[config.mk]
export PLATFORM = sky130hd
export DESIGN_NAME = run_stop_seq
export DESIGN_NICKNAME = d
export VERILOG_FILES = /design/src/rtl/run_stop_pkg.sv /design/src/rtl/run_stop_seq.sv /design/src/rtl/tick_timer.sv
export SDC_FILE = /design/constraint.sdc
export NUM_CORES = 1
export LEC_CHECK = 0
export ABC_AREA = 0
export BUFFER_PORTS_ARGS = -buffer_cell sky130_fd_sc_hd__buf_2
export CORE_MARGIN = 5
export CORE_UTILIZATION = 30
export CTS_BUF_LIST = sky130_fd_sc_hd__clkbuf_4 sky130_fd_sc_hd__clkbuf_8 sky130_fd_sc_hd__clkbuf_16
export DETAILED_ROUTE_END_ITERATION = 10
export GPL_TIMING_DRIVEN = 0
export HOLD_SLACK_MARGIN = 0.03
export SYNTH_ARGS = -nofsm -noshare
export SYNTH_HDL_FRONTEND = slang
export SYNTH_SLANG_ARGS = --single-unit
[constraint.sdc]
create_clock -name i_mclk -period 4.3 [get_ports i_mclk]
set_clock_uncertainty 0.2 [all_clocks]
set_input_delay 0.43 -clock i_mclk [delete_from_list [all_inputs] [get_ports i_mclk]]
set_output_delay 0.43 -clock i_mclk [all_outputs]
set_load 0.01 [all_outputs]
[src/rtl/run_stop_pkg.sv]
// Purpose: Shared constants and types for the run/stop sequencer.
// Assumes: 125 MHz clock, 16-bit parameter words.
// Notes:   Times are in the unit of each setting's last digit.
package run_stop_pkg;

    localparam int          CLK_PERIOD_NS  = 8;
    localparam int          TICK_FINE_NS   = 10_000_000;
    localparam int          TICK_FINE_CYC  = TICK_FINE_NS / CLK_PERIOD_NS;
    localparam logic [3:0]  COARSE_DIV     = 4'ha;

    localparam logic [3:0]  IDX_SRC_SEL    = 4'h0;
    localparam logic [3:0]  IDX_DET_TIME   = 4'h1;
    localparam logic [3:0]  IDX_PROTECT    = 4'h2;
    localparam logic [3:0]  IDX_LOW_ACT    = 4'h3;
    localparam logic [3:0]  IDX_WAKE_DLY   = 4'h4;
    localparam logic [3:0]  IDX_RST_EN     = 4'h5;
    localparam logic [3:0]  IDX_RST_WAIT   = 4'h6;
    localparam logic [3:0]  IDX_START_DLY  = 4'h7;
    localparam logic [3:0]  IDX_STOP_DLY   = 4'h8;
    localparam logic [3:0]  IDX_ZERO_SEL   = 4'h9;
    localparam logic [3:0]  IDX_STOP_THR   = 4'ha;
    localparam logic [3:0]  IDX_STATUS     = 4'hb;

    localparam logic [15:0] RST_DET_TIME   = 16'h0032;
    localparam logic [15:0] RST_WAKE_DLY   = 16'h0000;
    localparam logic [15:0] RST_RST_WAIT   = 16'h000a;
    localparam logic [15:0] RST_START_DLY  = 16'h0000;
    localparam logic [15:0] RST_STOP_DLY   = 16'h0000;
    localparam logic [15:0] RST_STOP_THR   = 16'h0032;

    localparam logic [15:0] MAX_DET_TIME   = 16'h2710;
    localparam logic [15:0] MAX_WAKE_DLY   = 16'h8ca0;
    localparam logic [15:0] MAX_RST_WAIT   = 16'h8ca0;
    localparam logic [15:0] MAX_START_DLY  = 16'h1770;
    localparam logic [15:0] MAX_STOP_THR   = 16'h2710;
    localparam logic [15:0] MAX_ZERO_SEL   = 16'h0002;
    localparam logic [15:0] MAX_FLAG       = 16'h0001;

    localparam logic [1:0]  ZERO_NO_VOLT   = 2'h0;
    localparam logic [1:0]  ZERO_VOLT      = 2'h1;
    localparam logic [1:0]  ZERO_DC_BRAKE  = 2'h2;

    typedef enum logic [6:0] {
        ST_INIT    = 7'h01,
        ST_PROTECT = 7'h02,
        ST_IDLE    = 7'h04,
        ST_START   = 7'h08,
        ST_RUN     = 7'h10,
        ST_STOP    = 7'h20,
        ST_SLEEP   = 7'h40
    } seq_state_e;

    typedef struct packed {
        logic        wr;
        logic        rd;
        logic [3:0]  addr;
        logic [15:0] wdata;
    } bus_req_s;

    typedef struct packed {
        logic        run_enable;
        logic        decel;
        logic        hold_lower;
        logic        zero_volt;
        logic        dc_brake;
    } out_ctl_s;

endpackage

[src/rtl/run_stop_seq.sv]
// Purpose: Start/stop sequencer of a motor drive with parameter registers.
// Assumes: All inputs synchronous to i_mclk; speeds in 0.01 Hz units.
// Notes:   Register bus answers reads one cycle after the read strobe.
//
// Contract
// - Source select: commanded (0) or measured (1) speed.
// - Open-loop voltage mode forces commanded speed source.
// - Stop detect time 0.00-100.00 s, default 0.50.
// - Terminal mode samples run terminal at power-up.
// - Protection 0: wait terminal release, then re-assert.
// - Protection 1: run after init if terminal asserted.
// - Below lower limit: hold limit (0) or stop (1).
// - Set frequency below lower limit while running enters sleep.
// - Wake after set frequency stays above limit delay.
// - Restart enable 1: auto run after wait time.
// - Restart wait 0.0-3600.0 s, default 1.0.
// - Start delay 0.0-600.0 s before run output.
// - Zero Hz open-loop: none, voltage, DC brake.
// - Decelerate to stop; stop at stop speed.
// - DC brake current sets braking strength.
//
// Design decisions made here: the register addresses and the strobed register port.
`timescale 1ns/10ps
module run_stop_seq #(
    parameter int TICK_CYC = run_stop_pkg::TICK_FINE_CYC
) (
    input  wire logic                   i_mclk,
    input  wire logic                   i_srst,
    input  wire run_stop_pkg::bus_req_s i_bus,
    output logic [15:0]                 o_rdata,
    input  wire logic                   i_init_done,
    input  wire logic                   i_term_mode,
    input  wire logic                   i_term_run,
    input  wire logic                   i_other_run,
    input  wire logic                   i_open_loop,
    input  wire logic [15:0]            i_set_freq,
    input  wire logic [15:0]            i_lower_limit,
    input  wire logic [15:0]            i_cmd_speed,
    input  wire logic [15:0]            i_meas_speed,
    input  wire logic [15:0]            i_dc_brake_current,
    output run_stop_pkg::out_ctl_s      o_ctl,
    output logic [15:0]                 o_brake_current,
    output logic                        o_stopped
);

    initial
    begin
        if (TICK_CYC < 2)
            $error("TICK_CYC must be at least 2");
    end

    function automatic logic [15:0] clamp16(input logic [15:0] v, input logic [15:0] lim);
        clamp16 = (v > lim) ? lim : v;
    endfunction

    ////////////////////////////////////////////////////////////////////////////////////////
    // Time base: fine tick every 10 ms, coarse tick every 100 ms.

    logic [31:0] div_reg;
    logic [3:0]  coarse_reg;
    wire         tick_fine   = (div_reg == 32'(TICK_CYC - 1));
    wire         coarse_wrap = (coarse_reg == run_stop_pkg::COARSE_DIV - 4'h1);
    wire         tick_coarse = tick_fine && coarse_wrap;

    always_ff @(posedge i_mclk)
    begin
        if (i_srst)
        begin
            div_reg    <= 32'h0;
            coarse_reg <= 4'h0;
        end
        else
        begin
            div_reg <= tick_fine ? 32'h0 : div_reg + 32'h1;
            if (tick_fine)
                coarse_reg <= coarse_wrap ? 4'h0 : coarse_reg + 4'h1;
        end
    end

    ////////////////////////////////////////////////////////////////////////////////////////
    // Parameter registers.

    logic [15:0] src_sel_reg;
    logic [15:0] det_time_reg;
    logic [15:0] protect_reg;
    logic [15:0] low_act_reg;
    logic [15:0] wake_dly_reg;
    logic [15:0] rst_en_reg;
    logic [15:0] rst_wait_reg;
    logic [15:0] start_dly_reg;
    logic [15:0] stop_dly_reg;
    logic [15:0] zero_sel_reg;
    logic [15:0] stop_thr_reg;
    logic [15:0] rdata_next;
    logic [15:0] status_word;

    wire wr_src   = i_bus.wr && (i_bus.addr == run_stop_pkg::IDX_SRC_SEL);
    wire wr_det   = i_bus.wr && (i_bus.addr == run_stop_pkg::IDX_DET_TIME);
    wire wr_prot  = i_bus.wr && (i_bus.addr == run_stop_pkg::IDX_PROTECT);
    wire wr_low   = i_bus.wr && (i_bus.addr == run_stop_pkg::IDX_LOW_ACT);
    wire wr_wake  = i_bus.wr && (i_bus.addr == run_stop_pkg::IDX_WAKE_DLY);
    wire wr_rsten = i_bus.wr && (i_bus.addr == run_stop_pkg::IDX_RST_EN);
    wire wr_rstw  = i_bus.wr && (i_bus.addr == run_stop_pkg::IDX_RST_WAIT);
    wire wr_start = i_bus.wr && (i_bus.addr == run_stop_pkg::IDX_START_DLY);
    wire wr_sdly  = i_bus.wr && (i_bus.addr == run_stop_pkg::IDX_STOP_DLY);
    wire wr_zero  = i_bus.wr && (i_bus.addr == run_stop_pkg::IDX_ZERO_SEL);
    wire wr_thr   = i_bus.wr && (i_bus.addr == run_stop_pkg::IDX_STOP_THR);

    always_ff @(posedge i_mclk)
    begin
        if (i_srst)
        begin
            src_sel_reg   <= 16'h0;
            det_time_reg  <= run_stop_pkg::RST_DET_TIME;
            protect_reg   <= 16'h0;
            low_act_reg   <= 16'h0;
            wake_dly_reg  <= run_stop_pkg::RST_WAKE_DLY;
            rst_en_reg    <= 16'h0;
            rst_wait_reg  <= run_stop_pkg::RST_RST_WAIT;
            start_dly_reg <= run_stop_pkg::RST_START_DLY;
            stop_dly_reg  <= run_stop_pkg::RST_STOP_DLY;
            zero_sel_reg  <= 16'h0;
            stop_thr_reg  <= run_stop_pkg::RST_STOP_THR;
        end
        else
        begin
            if (wr_src)
                src_sel_reg <= clamp16(i_bus.wdata, run_stop_pkg::MAX_FLAG);
            if (wr_det)
                det_time_reg <= clamp16(i_bus.wdata, run_stop_pkg::MAX_DET_TIME);
            if (wr_prot)
                protect_reg <= clamp16(i_bus.wdata, run_stop_pkg::MAX_FLAG);
            if (wr_low)
                low_act_reg <= clamp16(i_bus.wdata, run_stop_pkg::MAX_FLAG);
            if (wr_wake)
                wake_dly_reg <= clamp16(i_bus.wdata, run_stop_pkg::MAX_WAKE_DLY);
            if (wr_rsten)
                rst_en_reg <= clamp16(i_bus.wdata, run_stop_pkg::MAX_FLAG);
            if (wr_rstw)
                rst_wait_reg <= clamp16(i_bus.wdata, run_stop_pkg::MAX_RST_WAIT);
            if (wr_start)
                start_dly_reg <= clamp16(i_bus.wdata, run_stop_pkg::MAX_START_DLY);
            if (wr_sdly)
                stop_dly_reg <= i_bus.wdata;
            if (wr_zero)
                zero_sel_reg <= clamp16(i_bus.wdata, run_stop_pkg::MAX_ZERO_SEL);
            if (wr_thr)
                stop_thr_reg <= clamp16(i_bus.wdata, run_stop_pkg::MAX_STOP_THR);
        end
    end

    ////////////////////////////////////////////////////////////////////////////////////////
    // Read decode.

    run_stop_pkg::seq_state_e state_reg;
    run_stop_pkg::seq_state_e state_next;

    assign status_word = {9'h0, state_reg};

    always_comb
    begin
        if (i_bus.addr == run_stop_pkg::IDX_SRC_SEL)
            rdata_next = src_sel_reg;
        else if (i_bus.addr == run_stop_pkg::IDX_DET_TIME)
            rdata_next = det_time_reg;
        else if (i_bus.addr == run_stop_pkg::IDX_PROTECT)
            rdata_next = protect_reg;
        else if (i_bus.addr == run_stop_pkg::IDX_LOW_ACT)
            rdata_next = low_act_reg;
        else if (i_bus.addr == run_stop_pkg::IDX_WAKE_DLY)
            rdata_next = wake_dly_reg;
        else if (i_bus.addr == run_stop_pkg::IDX_RST_EN)
            rdata_next = rst_en_reg;
        else if (i_bus.addr == run_stop_pkg::IDX_RST_WAIT)
            rdata_next = rst_wait_reg;
        else if (i_bus.addr == run_stop_pkg::IDX_START_DLY)
            rdata_next = start_dly_reg;
        else if (i_bus.addr == run_stop_pkg::IDX_STOP_DLY)
            rdata_next = stop_dly_reg;
        else if (i_bus.addr == run_stop_pkg::IDX_ZERO_SEL)
            rdata_next = zero_sel_reg;
        else if (i_bus.addr == run_stop_pkg::IDX_STOP_THR)
            rdata_next = stop_thr_reg;
        else if (i_bus.addr == run_stop_pkg::IDX_STATUS)
            rdata_next = status_word;
        else
            rdata_next = 16'h0;
    end

    always_ff @(posedge i_mclk)
    begin
        if (i_srst)
            o_rdata <= 16'h0;
        else
            o_rdata <= i_bus.rd ? rdata_next : 16'h0;
    end

    ////////////////////////////////////////////////////////////////////////////////////////
    // Sequencing conditions and timers.

    logic        pwr_term_reg;
    logic        rst_done;
    logic        start_done;
    logic        wake_done;
    logic        det_done;
    wire         run_req     = i_term_mode ? i_term_run : i_other_run;
    wire         use_meas    = src_sel_reg[0] && !i_open_loop;
    wire [15:0]  stop_speed  = use_meas ? i_meas_speed : i_cmd_speed;
    wire         at_stop     = (stop_speed <= stop_thr_reg);
    wire         set_below   = (i_set_freq < i_lower_limit);
    wire         set_above   = (i_set_freq > i_lower_limit);
    wire         go_sleep    = set_below && low_act_reg[0];
    wire         init_start  = (state_reg == run_stop_pkg::ST_INIT) && i_init_done;
    wire         rst_arm     = init_start && rst_en_reg[0];

    tick_timer u_rst_tmr (
        .i_mclk  (i_mclk),
        .i_srst  (i_srst),
        .i_run   (rst_arm),
        .i_tick  (tick_coarse),
        .i_limit (rst_wait_reg),
        .o_done  (rst_done)
    );

    tick_timer u_start_tmr (
        .i_mclk  (i_mclk),
        .i_srst  (i_srst),
        .i_run   ((state_reg == run_stop_pkg::ST_START) && run_req),
        .i_tick  (tick_coarse),
        .i_limit (start_dly_reg),
        .o_done  (start_done)
    );

    tick_timer u_wake_tmr (
        .i_mclk  (i_mclk),
        .i_srst  (i_srst),
        .i_run   ((state_reg == run_stop_pkg::ST_SLEEP) && set_above),
        .i_tick  (tick_coarse),
        .i_limit (wake_dly_reg),
        .o_done  (wake_done)
    );

    tick_timer u_det_tmr (
        .i_mclk  (i_mclk),
        .i_srst  (i_srst),
        .i_run   ((state_reg == run_stop_pkg::ST_STOP) && at_stop),
        .i_tick  (tick_fine),
        .i_limit (det_time_reg),
        .o_done  (det_done)
    );

    ////////////////////////////////////////////////////////////////////////////////////////
    // Run/stop state machine.

    always_comb
    begin
        state_next = state_reg;
        case (state_reg)
            run_stop_pkg::ST_INIT:
                if (rst_arm && rst_done && run_req)
                    state_next = run_stop_pkg::ST_START;
                else if (rst_arm && !rst_done)
                    state_next = run_stop_pkg::ST_INIT;
                else if (i_init_done && i_term_mode && pwr_term_reg && !protect_reg[0])
                    state_next = run_stop_pkg::ST_PROTECT;
                else if (i_init_done && i_term_mode && pwr_term_reg)
                    state_next = run_stop_pkg::ST_START;
                else if (i_init_done)
                    state_next = run_stop_pkg::ST_IDLE;
            run_stop_pkg::ST_PROTECT:
                if (!i_term_run)
                    state_next = run_stop_pkg::ST_IDLE;
            run_stop_pkg::ST_IDLE:
                if (run_req)
                    state_next = run_stop_pkg::ST_START;
            run_stop_pkg::ST_START:
                if (!run_req)
                    state_next = run_stop_pkg::ST_IDLE;
                else if (start_done)
                    state_next = run_stop_pkg::ST_RUN;
            run_stop_pkg::ST_RUN:
                if (!run_req)
                    state_next = run_stop_pkg::ST_STOP;
                else if (go_sleep)
                    state_next = run_stop_pkg::ST_SLEEP;
            run_stop_pkg::ST_STOP:
                if (run_req)
                    state_next = run_stop_pkg::ST_RUN;
                else if (det_done)
                    state_next = run_stop_pkg::ST_IDLE;
            run_stop_pkg::ST_SLEEP:
                if (!run_req)
                    state_next = run_stop_pkg::ST_IDLE;
                else if (wake_done)
                    state_next = run_stop_pkg::ST_RUN;
            default:
                state_next = run_stop_pkg::ST_INIT;
        endcase
    end

    always_ff @(posedge i_mclk)
    begin
        if (i_srst)
        begin
            state_reg    <= run_stop_pkg::ST_INIT;
            pwr_term_reg <= 1'b0;
        end
        else
        begin
            state_reg <= state_next;
            if (state_reg == run_stop_pkg::ST_INIT)
                pwr_term_reg <= i_term_run;
        end
    end

    ////////////////////////////////////////////////////////////////////////////////////////
    // Output stage controls.

    wire in_run    = (state_reg == run_stop_pkg::ST_RUN);
    wire in_stop   = (state_reg == run_stop_pkg::ST_STOP);
    wire zero_hz   = (in_run || in_stop) && i_open_loop && (i_cmd_speed == 16'h0);
    wire [1:0] zsel = zero_sel_reg[1:0];
    run_stop_pkg::out_ctl_s ctl_next;

    always_comb
    begin
        ctl_next.run_enable = in_run || in_stop;
        ctl_next.decel      = in_stop;
        ctl_next.hold_lower = in_run && set_below && !low_act_reg[0];
        ctl_next.zero_volt  = zero_hz && (zsel == run_stop_pkg::ZERO_NO_VOLT);
        ctl_next.dc_brake   = zero_hz && (zsel == run_stop_pkg::ZERO_DC_BRAKE);
    end

    always_ff @(posedge i_mclk)
    begin
        if (i_srst)
        begin
            o_ctl           <= '0;
            o_brake_current <= 16'h0;
            o_stopped       <= 1'b0;
        end
        else
        begin
            o_ctl           <= ctl_next;
            o_brake_current <= ctl_next.dc_brake ? i_dc_brake_current : 16'h0;
            o_stopped       <= in_stop && det_done && !run_req;
        end
    end

    ////////////////////////////////////////////////////////////////////////////////////////
    // Assertions and covers.

    a_src_open_loop: assert property (@(posedge i_mclk) disable iff (i_srst)
        i_open_loop |-> stop_speed == i_cmd_speed)
        else $error("measured source used in open loop");
    a_det_default: assert property (@(posedge i_mclk) disable iff (i_srst)
        $past(i_srst) |-> det_time_reg == run_stop_pkg::RST_DET_TIME)
        else $error("detect time default wrong");
    a_protect_hold: assert property (@(posedge i_mclk) disable iff (i_srst)
        (state_reg == run_stop_pkg::ST_PROTECT) && i_term_run |=> !o_ctl.run_enable)
        else $error("runs while protected");
    a_protect_enter: assert property (@(posedge i_mclk) disable iff (i_srst)
        init_start && !rst_en_reg[0] && i_term_mode && pwr_term_reg && !protect_reg[0]
        |=> state_reg == run_stop_pkg::ST_PROTECT)
        else $error("protection not entered");
    a_auto_start: assert property (@(posedge i_mclk) disable iff (i_srst)
        init_start && !rst_en_reg[0] && i_term_mode && pwr_term_reg && protect_reg[0]
        |=> state_reg == run_stop_pkg::ST_START)
        else $error("auto start missing");
    a_low_hold: assert property (@(posedge i_mclk) disable iff (i_srst)
        in_run && set_below && !low_act_reg[0] && run_req |=> o_ctl.hold_lower)
        else $error("lower limit not held");
    a_sleep_enter: assert property (@(posedge i_mclk) disable iff (i_srst)
        in_run && run_req && go_sleep |=> state_reg == run_stop_pkg::ST_SLEEP)
        else $error("sleep not entered");
    a_start_wait: assert property (@(posedge i_mclk) disable iff (i_srst)
        (state_reg == run_stop_pkg::ST_START) && !start_done |=> !in_run)
        else $error("run before start delay");
    a_zero_brake: assert property (@(posedge i_mclk) disable iff (i_srst)
        zero_hz && zsel == run_stop_pkg::ZERO_DC_BRAKE |=> o_ctl.dc_brake && !o_ctl.zero_volt)
        else $error("zero Hz brake mode wrong");
    a_stop_done: assert property (@(posedge i_mclk) disable iff (i_srst)
        o_stopped |-> state_reg == run_stop_pkg::ST_IDLE)
        else $error("stop flag outside idle");

    c_stop_seq: cover property (@(posedge i_mclk) disable iff (i_srst) o_stopped);
    c_wake: cover property (@(posedge i_mclk) disable iff (i_srst)
        state_reg == run_stop_pkg::ST_SLEEP ##1 in_run);
    c_protect: cover property (@(posedge i_mclk) disable iff (i_srst)
        state_reg == run_stop_pkg::ST_PROTECT ##1 state_reg == run_stop_pkg::ST_IDLE);

endmodule

[src/rtl/tick_timer.sv]
// Purpose: Saturating tick counter that reports an elapsed setting.
// Assumes: i_tick is a one-cycle pulse of the time base.
// Notes:   Count restarts whenever i_run is low.
`timescale 1ns/10ps
module tick_timer #(
    parameter int W = 16
) (
    input  wire logic         i_mclk,
    input  wire logic         i_srst,
    input  wire logic         i_run,
    input  wire logic         i_tick,
    input  wire logic [W-1:0] i_limit,
    output logic              o_done
);

    logic [W-1:0] cnt_reg;
    logic [W-1:0] cnt_next;
    wire          at_max = &cnt_reg;

    initial
    begin
        if (W < 2)
            $error("tick_timer width too small");
    end

    assign cnt_next = !i_run ? '0 : (i_tick && !at_max) ? cnt_reg + 1'b1 : cnt_reg;
    assign o_done   = i_run && (cnt_reg >= i_limit);

    always_ff @(posedge i_mclk)
    begin
        if (i_srst)
            cnt_reg <= '0;
        else
            cnt_reg <= cnt_next;
    end

endmodule

Yosys cells after proc, flatten, opt, wreduce, memory -nomap -nowiden:

Cells that the tools add are included.

* $lt $le $gt $ge: 12
* eq/ne operators: 28
* bitwise logic cells: 6
* $add $sub $neg: 6
* reductions and logical operators: 66
* multiplexer cells: 36

Operator list (number)
* $mux W16: 17
* $mux W7: 16
* $add A16 B1 Y16 const B: 4
* $ge A16 B16 Y1: 4
* $reduce_and A16 Y1: 4
* $pmux W7 S7: 1
* $logic_and A1 B1 Y1: 41
* $add A32 B1 Y32 const B: 1
* $eq A32 B21 Y1 const B: 1
* $eq A4 B4 Y1 const B: 5
* $eq A4 B3 Y1 const B: 4
* $gt A16 B1 Y1 const B: 1
* $gt A16 B13 Y1 const B: 1
* $gt A16 B14 Y1 const B: 1
* $gt A16 B16 Y1: 1
* $gt A16 B16 Y1 const B: 1
* $gt A16 B2 Y1 const B: 1
* $le A16 B16 Y1: 1
* $logic_not A16 Y1: 1
* $lt A16 B16 Y1: 1
* $reduce_or A2 Y1: 7
* $logic_not A1 Y1: 9
* $ne A3 B3 Y1 const B: 3
* $eq A4 B2 Y1 const B: 2
* other kinds (20): 26

* register bits: 322
* word-level logic and storage cells: 181
* bits of input ports: 109
* output and inout port bits: 38

Depth between registers and ports, before layout:

* depth in word-level cells: 13
* mapped depth: 13
* depth with buffers taken out: 10

Modules after synthesis:

A second synthesis with hierarchy kept.

* cells, all modules: 1947
* area total of the unflattened synthesis: 16988.8 um2

By module, submodules not included
* run_stop_seq: instances 1, area each 11863.9 um2, seq. area each 5165.0 um2, cells an instance 1363
* tick_timer: instances 4, area each 1281.2 um2, seq. area each 320.3 um2, cells an instance 146

Worst setup path before layout:

No wires, ideal clock.

* path kind: input to register
* start: in i_open_loop
* end: reg state_reg[6]
* buffers on the path: 2
* required time: 3979 ps
* arrival time: 3293 ps
* stages on the path: 12
* library setup time: 121 ps
* slack: 686 ps
* cell sequence: nor2b_1 > clkbuf_1 > buf_1 > mux2_2 > ha_1 > a21oi_1 > nand2_1 > a221o_1 > o31a_1 > o21ai_0 > nand3_1 > mux2_2

* cells in the longest elaborated chain, start to end: 8

RTL lines
* from (decl): line run_stop_seq.sv:35 `input wire logic i_open_loop,`
* $logic_not A1 Y1: line run_stop_seq.sv:207 `wire use_meas = src_sel_reg[0] && !i_open_loop;`
* $logic_and A1 B1 Y1: line run_stop_seq.sv:207
* $mux W16: line run_stop_seq.sv:208 `wire [15:0] stop_speed = use_meas ? i_meas_speed : i_cmd_speed;`
* $le A16 B16 Y1: line run_stop_seq.sv:209 `wire at_stop = (stop_speed <= stop_thr_reg);`
* $logic_and A1 B1 Y1: line run_stop_seq.sv:246 `.i_run ((state_reg == run_stop_pkg::ST_STOP) && at_stop),`
* $logic_and A1 B1 Y1: line tick_timer.sv:27 `assign o_done = i_run && (cnt_reg >= i_limit);`
* $ne A3 B3 Y1 (no line)
* $reduce_and A7 Y1 (no line)
* to (signal assigned): line run_stop_seq.sv:305 `state_reg <= run_stop_pkg::ST_INIT;`
* to (signal assigned): line run_stop_seq.sv:310 `state_reg <= state_next;`
* to (decl): line run_stop_seq.sv:155 `run_stop_pkg::seq_state_e state_reg;`

No other way between the ends.
A chain may end at the register's enable or synchronous reset.

Final worst setup path:

* start: reg src_sel_reg[0]
* end: reg state_reg[6]

* cells in the longest elaborated chain, start to end: 7

RTL lines
* from (decl): line run_stop_seq.sv:83 `logic [15:0] src_sel_reg;`
* from (signal assigned): line run_stop_seq.sv:128 `src_sel_reg <= clamp16(i_bus.wdata, run_stop_pkg::MAX_FLAG);`
* $logic_and A1 B1 Y1: line run_stop_seq.sv:207
* $mux W16: line run_stop_seq.sv:208
* $le A16 B16 Y1: line run_stop_seq.sv:209
* $logic_and A1 B1 Y1: line run_stop_seq.sv:246
* $logic_and A1 B1 Y1: line tick_timer.sv:27
* $ne A3 B3 Y1 (no line)
* $reduce_and A7 Y1 (no line)

No other way between the ends.

==> reports/qor.yml <==
clocking:
  cts.sinks: 322
  cts_buffers: 39
  ctsRootBufferMaster: "clkbuf_16"
  clk_pin_slew_worst_paths_ns: 0.06
  clock_path_buffers: 3
  cts_tree: "yes"
  htree_levels: 2
  clkLatencyLatePin_ns: 0.56
  cts_setup_buffers: 0
sta:
  slew_headroom_pct: 18.32
  rsz0062_at_grt: "no"
  final_hold_viol_count: 0
  min_period_ns: 4.026
  fmax_ghz: 0.2484
  setup_viol: 0
  tightest_slew_ns: 1.208
  min_period_over_period_pct: 93.62
  fin_ws_ns: 0.2742
  hold_slack_ns: 0.06205
  slew_viol_final: 0
global_routing:
  grt_max_degree: 13
  grt_pass1_vias: 14140
  grt_pass1_wl_um: 79920
  grt_overflow: 0
  track_usage_pct: 17.47
  antenna_found_initial: 4
place:
  place_hpwl_um: 40290
  routabilityCongestion: 0.9470
  io_buffers: 136
  placedCellCount: 2699
  dp_slack_ns: -0.3994
floorplan:
  ios: 147
  core_um2: 52760
  die_area_um2: 58210
  die_h_um: 241.3
  rows: 84
  initial_core_util_pct: 30.41
  die_x_um: 241.3
synthesis:
  postSynthCellCount: 1875
  syn_nets: 2085
  yosys_warnings: 0
  yosysSeqAreaShare_pct: 40.17
  synth_ff_type: "dfxtp_1"
  synth-edff-count: 0
  synth-seq-cells: 322
  synth_cell_types: 79
  syn_area_um2: 16050
  avgSynthCellArea_um2: 8.558
  yosys-top-cells-area: "dfxtp_1 (40%), ha_1 (7.9%), nor2_1 (4.5%), nand2_1 (4.0%), a21oi_1 (3.4%)"
  yosysTopAreaCell: "dfxtp_1"
  synth_top_area_share_pct: 40.17
  async_flop_share_pct: 0
route:
  viasPerCell: 5.229
  drtIter0Drc: 1109
  ant_nets: 0
  dr_total_vias: 14600
  dr.pass1.iters: 5
  drt_wl_total_um: 52940
  wire_per_inst_um: 18.97
  drc: 0
power_and_ir_drop:
  peakVddDrop_mv: 0.2171
  p_leak_nw: 7.188
  p_total_mw: 6.948
  powerDensity_nw_per_um2: 363.2
worst_setup_path:
  cp-start-kind: "register"
  end_kind: "register"
  reg2reg_depth: 12
  critPathArrivalTime_ns: 4.28
  critPathMaxFanout: 10
  startpoint: "src_sel_reg[0]"
  timing.rr.start: "src_sel_reg[0]"
  crit_type: "register to register"
  crit_required_ns: 4.55
final_layout:
  fin_nets: 2281
  final_cell_mix: "dfxtp_1 (322), nor2_1 (191), nand2_1 (171), buf_2 (146), inv_1 (117)"
  largest_register_ffs: 32
  nFillCells: 5321
  area_growth_pct: 19.24
  layout_commonest_cell: "dfxtp_1"
  layout.cells.non_filler: 2791
  drive_gt1_share_pct: 12.76
status:
  outcome: "finished clean"
min_path:
  hp-start: "i_other_run"
  worstHoldPathType: "primary input to register"
  min_delay_path_depth: 3
job:
  cap_viol_max_count: 0
## kinds of logic (layout without fill, tap and decap cells)
group / after synthesis / in the layout / share of synthesized area (%)
simple gates: 765 / 765 / 24.69
compound gates: 344 / 344 / 14.20
flops: 322 / 322 / 40.17
buf+inv: 216 / 441 / 5.177
fa+ha+maj: 101 / 101 / 7.875
xor+xnor: 83 / 83 / 4.530
mux: 44 / 44 / 3.361
other cells: 0 / 3 / 0
## power breakdown
part | leakage (nW) | switching (mW) | internal, mW
logic | 3.92 | 0.339 | 0.205
clock network | 0.668 | 1.35 | 2.01
registers | 2.60 | 0.0370 | 3.01
## layout make-up
cell class | instances | area, µm² | share of cell area, %
multi-input cells | 1337 | 8778 | 45.88
flip-flops and latches | 322 | 6446 | 33.69
clock buffers | 53 | 1150 | 6.010
repair buffers | 157 | 890.9 | 4.656
well taps | 688 | 860.8 | 4.499
inverters | 117 | 439.2 | 2.295
plain buffers | 97 | 387.9 | 2.027
clock inverters | 17 | 172.7 | 0.9024
diodes | 3 | 7.507 | 0.03924
## synth_stat cells (10+ instances only)
cell,count
dfxtp_1,322
nor2_1,191
nand2_1,171
inv_1,117
a21oi_1,108
ha_1,101
and2_1,84
clkbuf_1,83
nand3_1,68
o21ai_0,62
xnor2_1,46
and3_1,44
xor2_1,37
nor3_1,36
nand4_1,35
a211oi_1,34
a22oi_1,25
nor2b_1,22
nand2b_1,21
mux2_2,19
mux2i_1,19
or3_1,19
nor4_1,18
a22o_1,17
buf_2,10
## critical path, stage by stage (launching register included)
cell	delay [ns]
dfxtp_1	0.41
nor2b_1	0.17
clkbuf_1	0.30
clkbuf_4	0.31
mux2_2	0.37
ha_1	0.31
a21oi_1	0.15
nand2_1	0.07
a221o_1	0.35
o31a_1	0.34
o21ai_0	0.39
nand3_1	0.23
mux2_2	0.32
## per-layer routing
layer | track usage [%] | wire (µm)
met5 | 0 | 8
met3 | 2.857 | 4036
met1 | 22.86 | 22510
met4 | 6.873 | 1974
met2 | 28.98 | 24410
## worst paths after layout
kind                            slack, ns         endpoint
worst max-delay path                 0.27     state_reg[6]
worst min-delay path                 0.06        o_stopped
worst max register to register       0.27     state_reg[6]
worst min register to register       0.25  protect_reg[10]
## stage by stage
step / setup TNS (ns) / cell area [µm²] / utilization [%]
2_1_floorplan: 0 / 16050 / -
6_report: 0 / 19130 / 36.26
3_5_place_dp: -4.087 / 17590 / 33.35
4_1_cts: 0 / 19120 / 36.25
3_3_place_gp: -3.629 / 17590 / 33.34
5_1_grt: 0 / 19130 / 36.25
## timing repair
action                                 in CTS  in global routing
gates resized for setup                     1                  2
pin swaps                                   0                  0
hold buffers                               21                  0
endpoints found under the hold margin      21                  0
setup endpoints to repair                  12                 11
(Power assumes the default switching activity.)
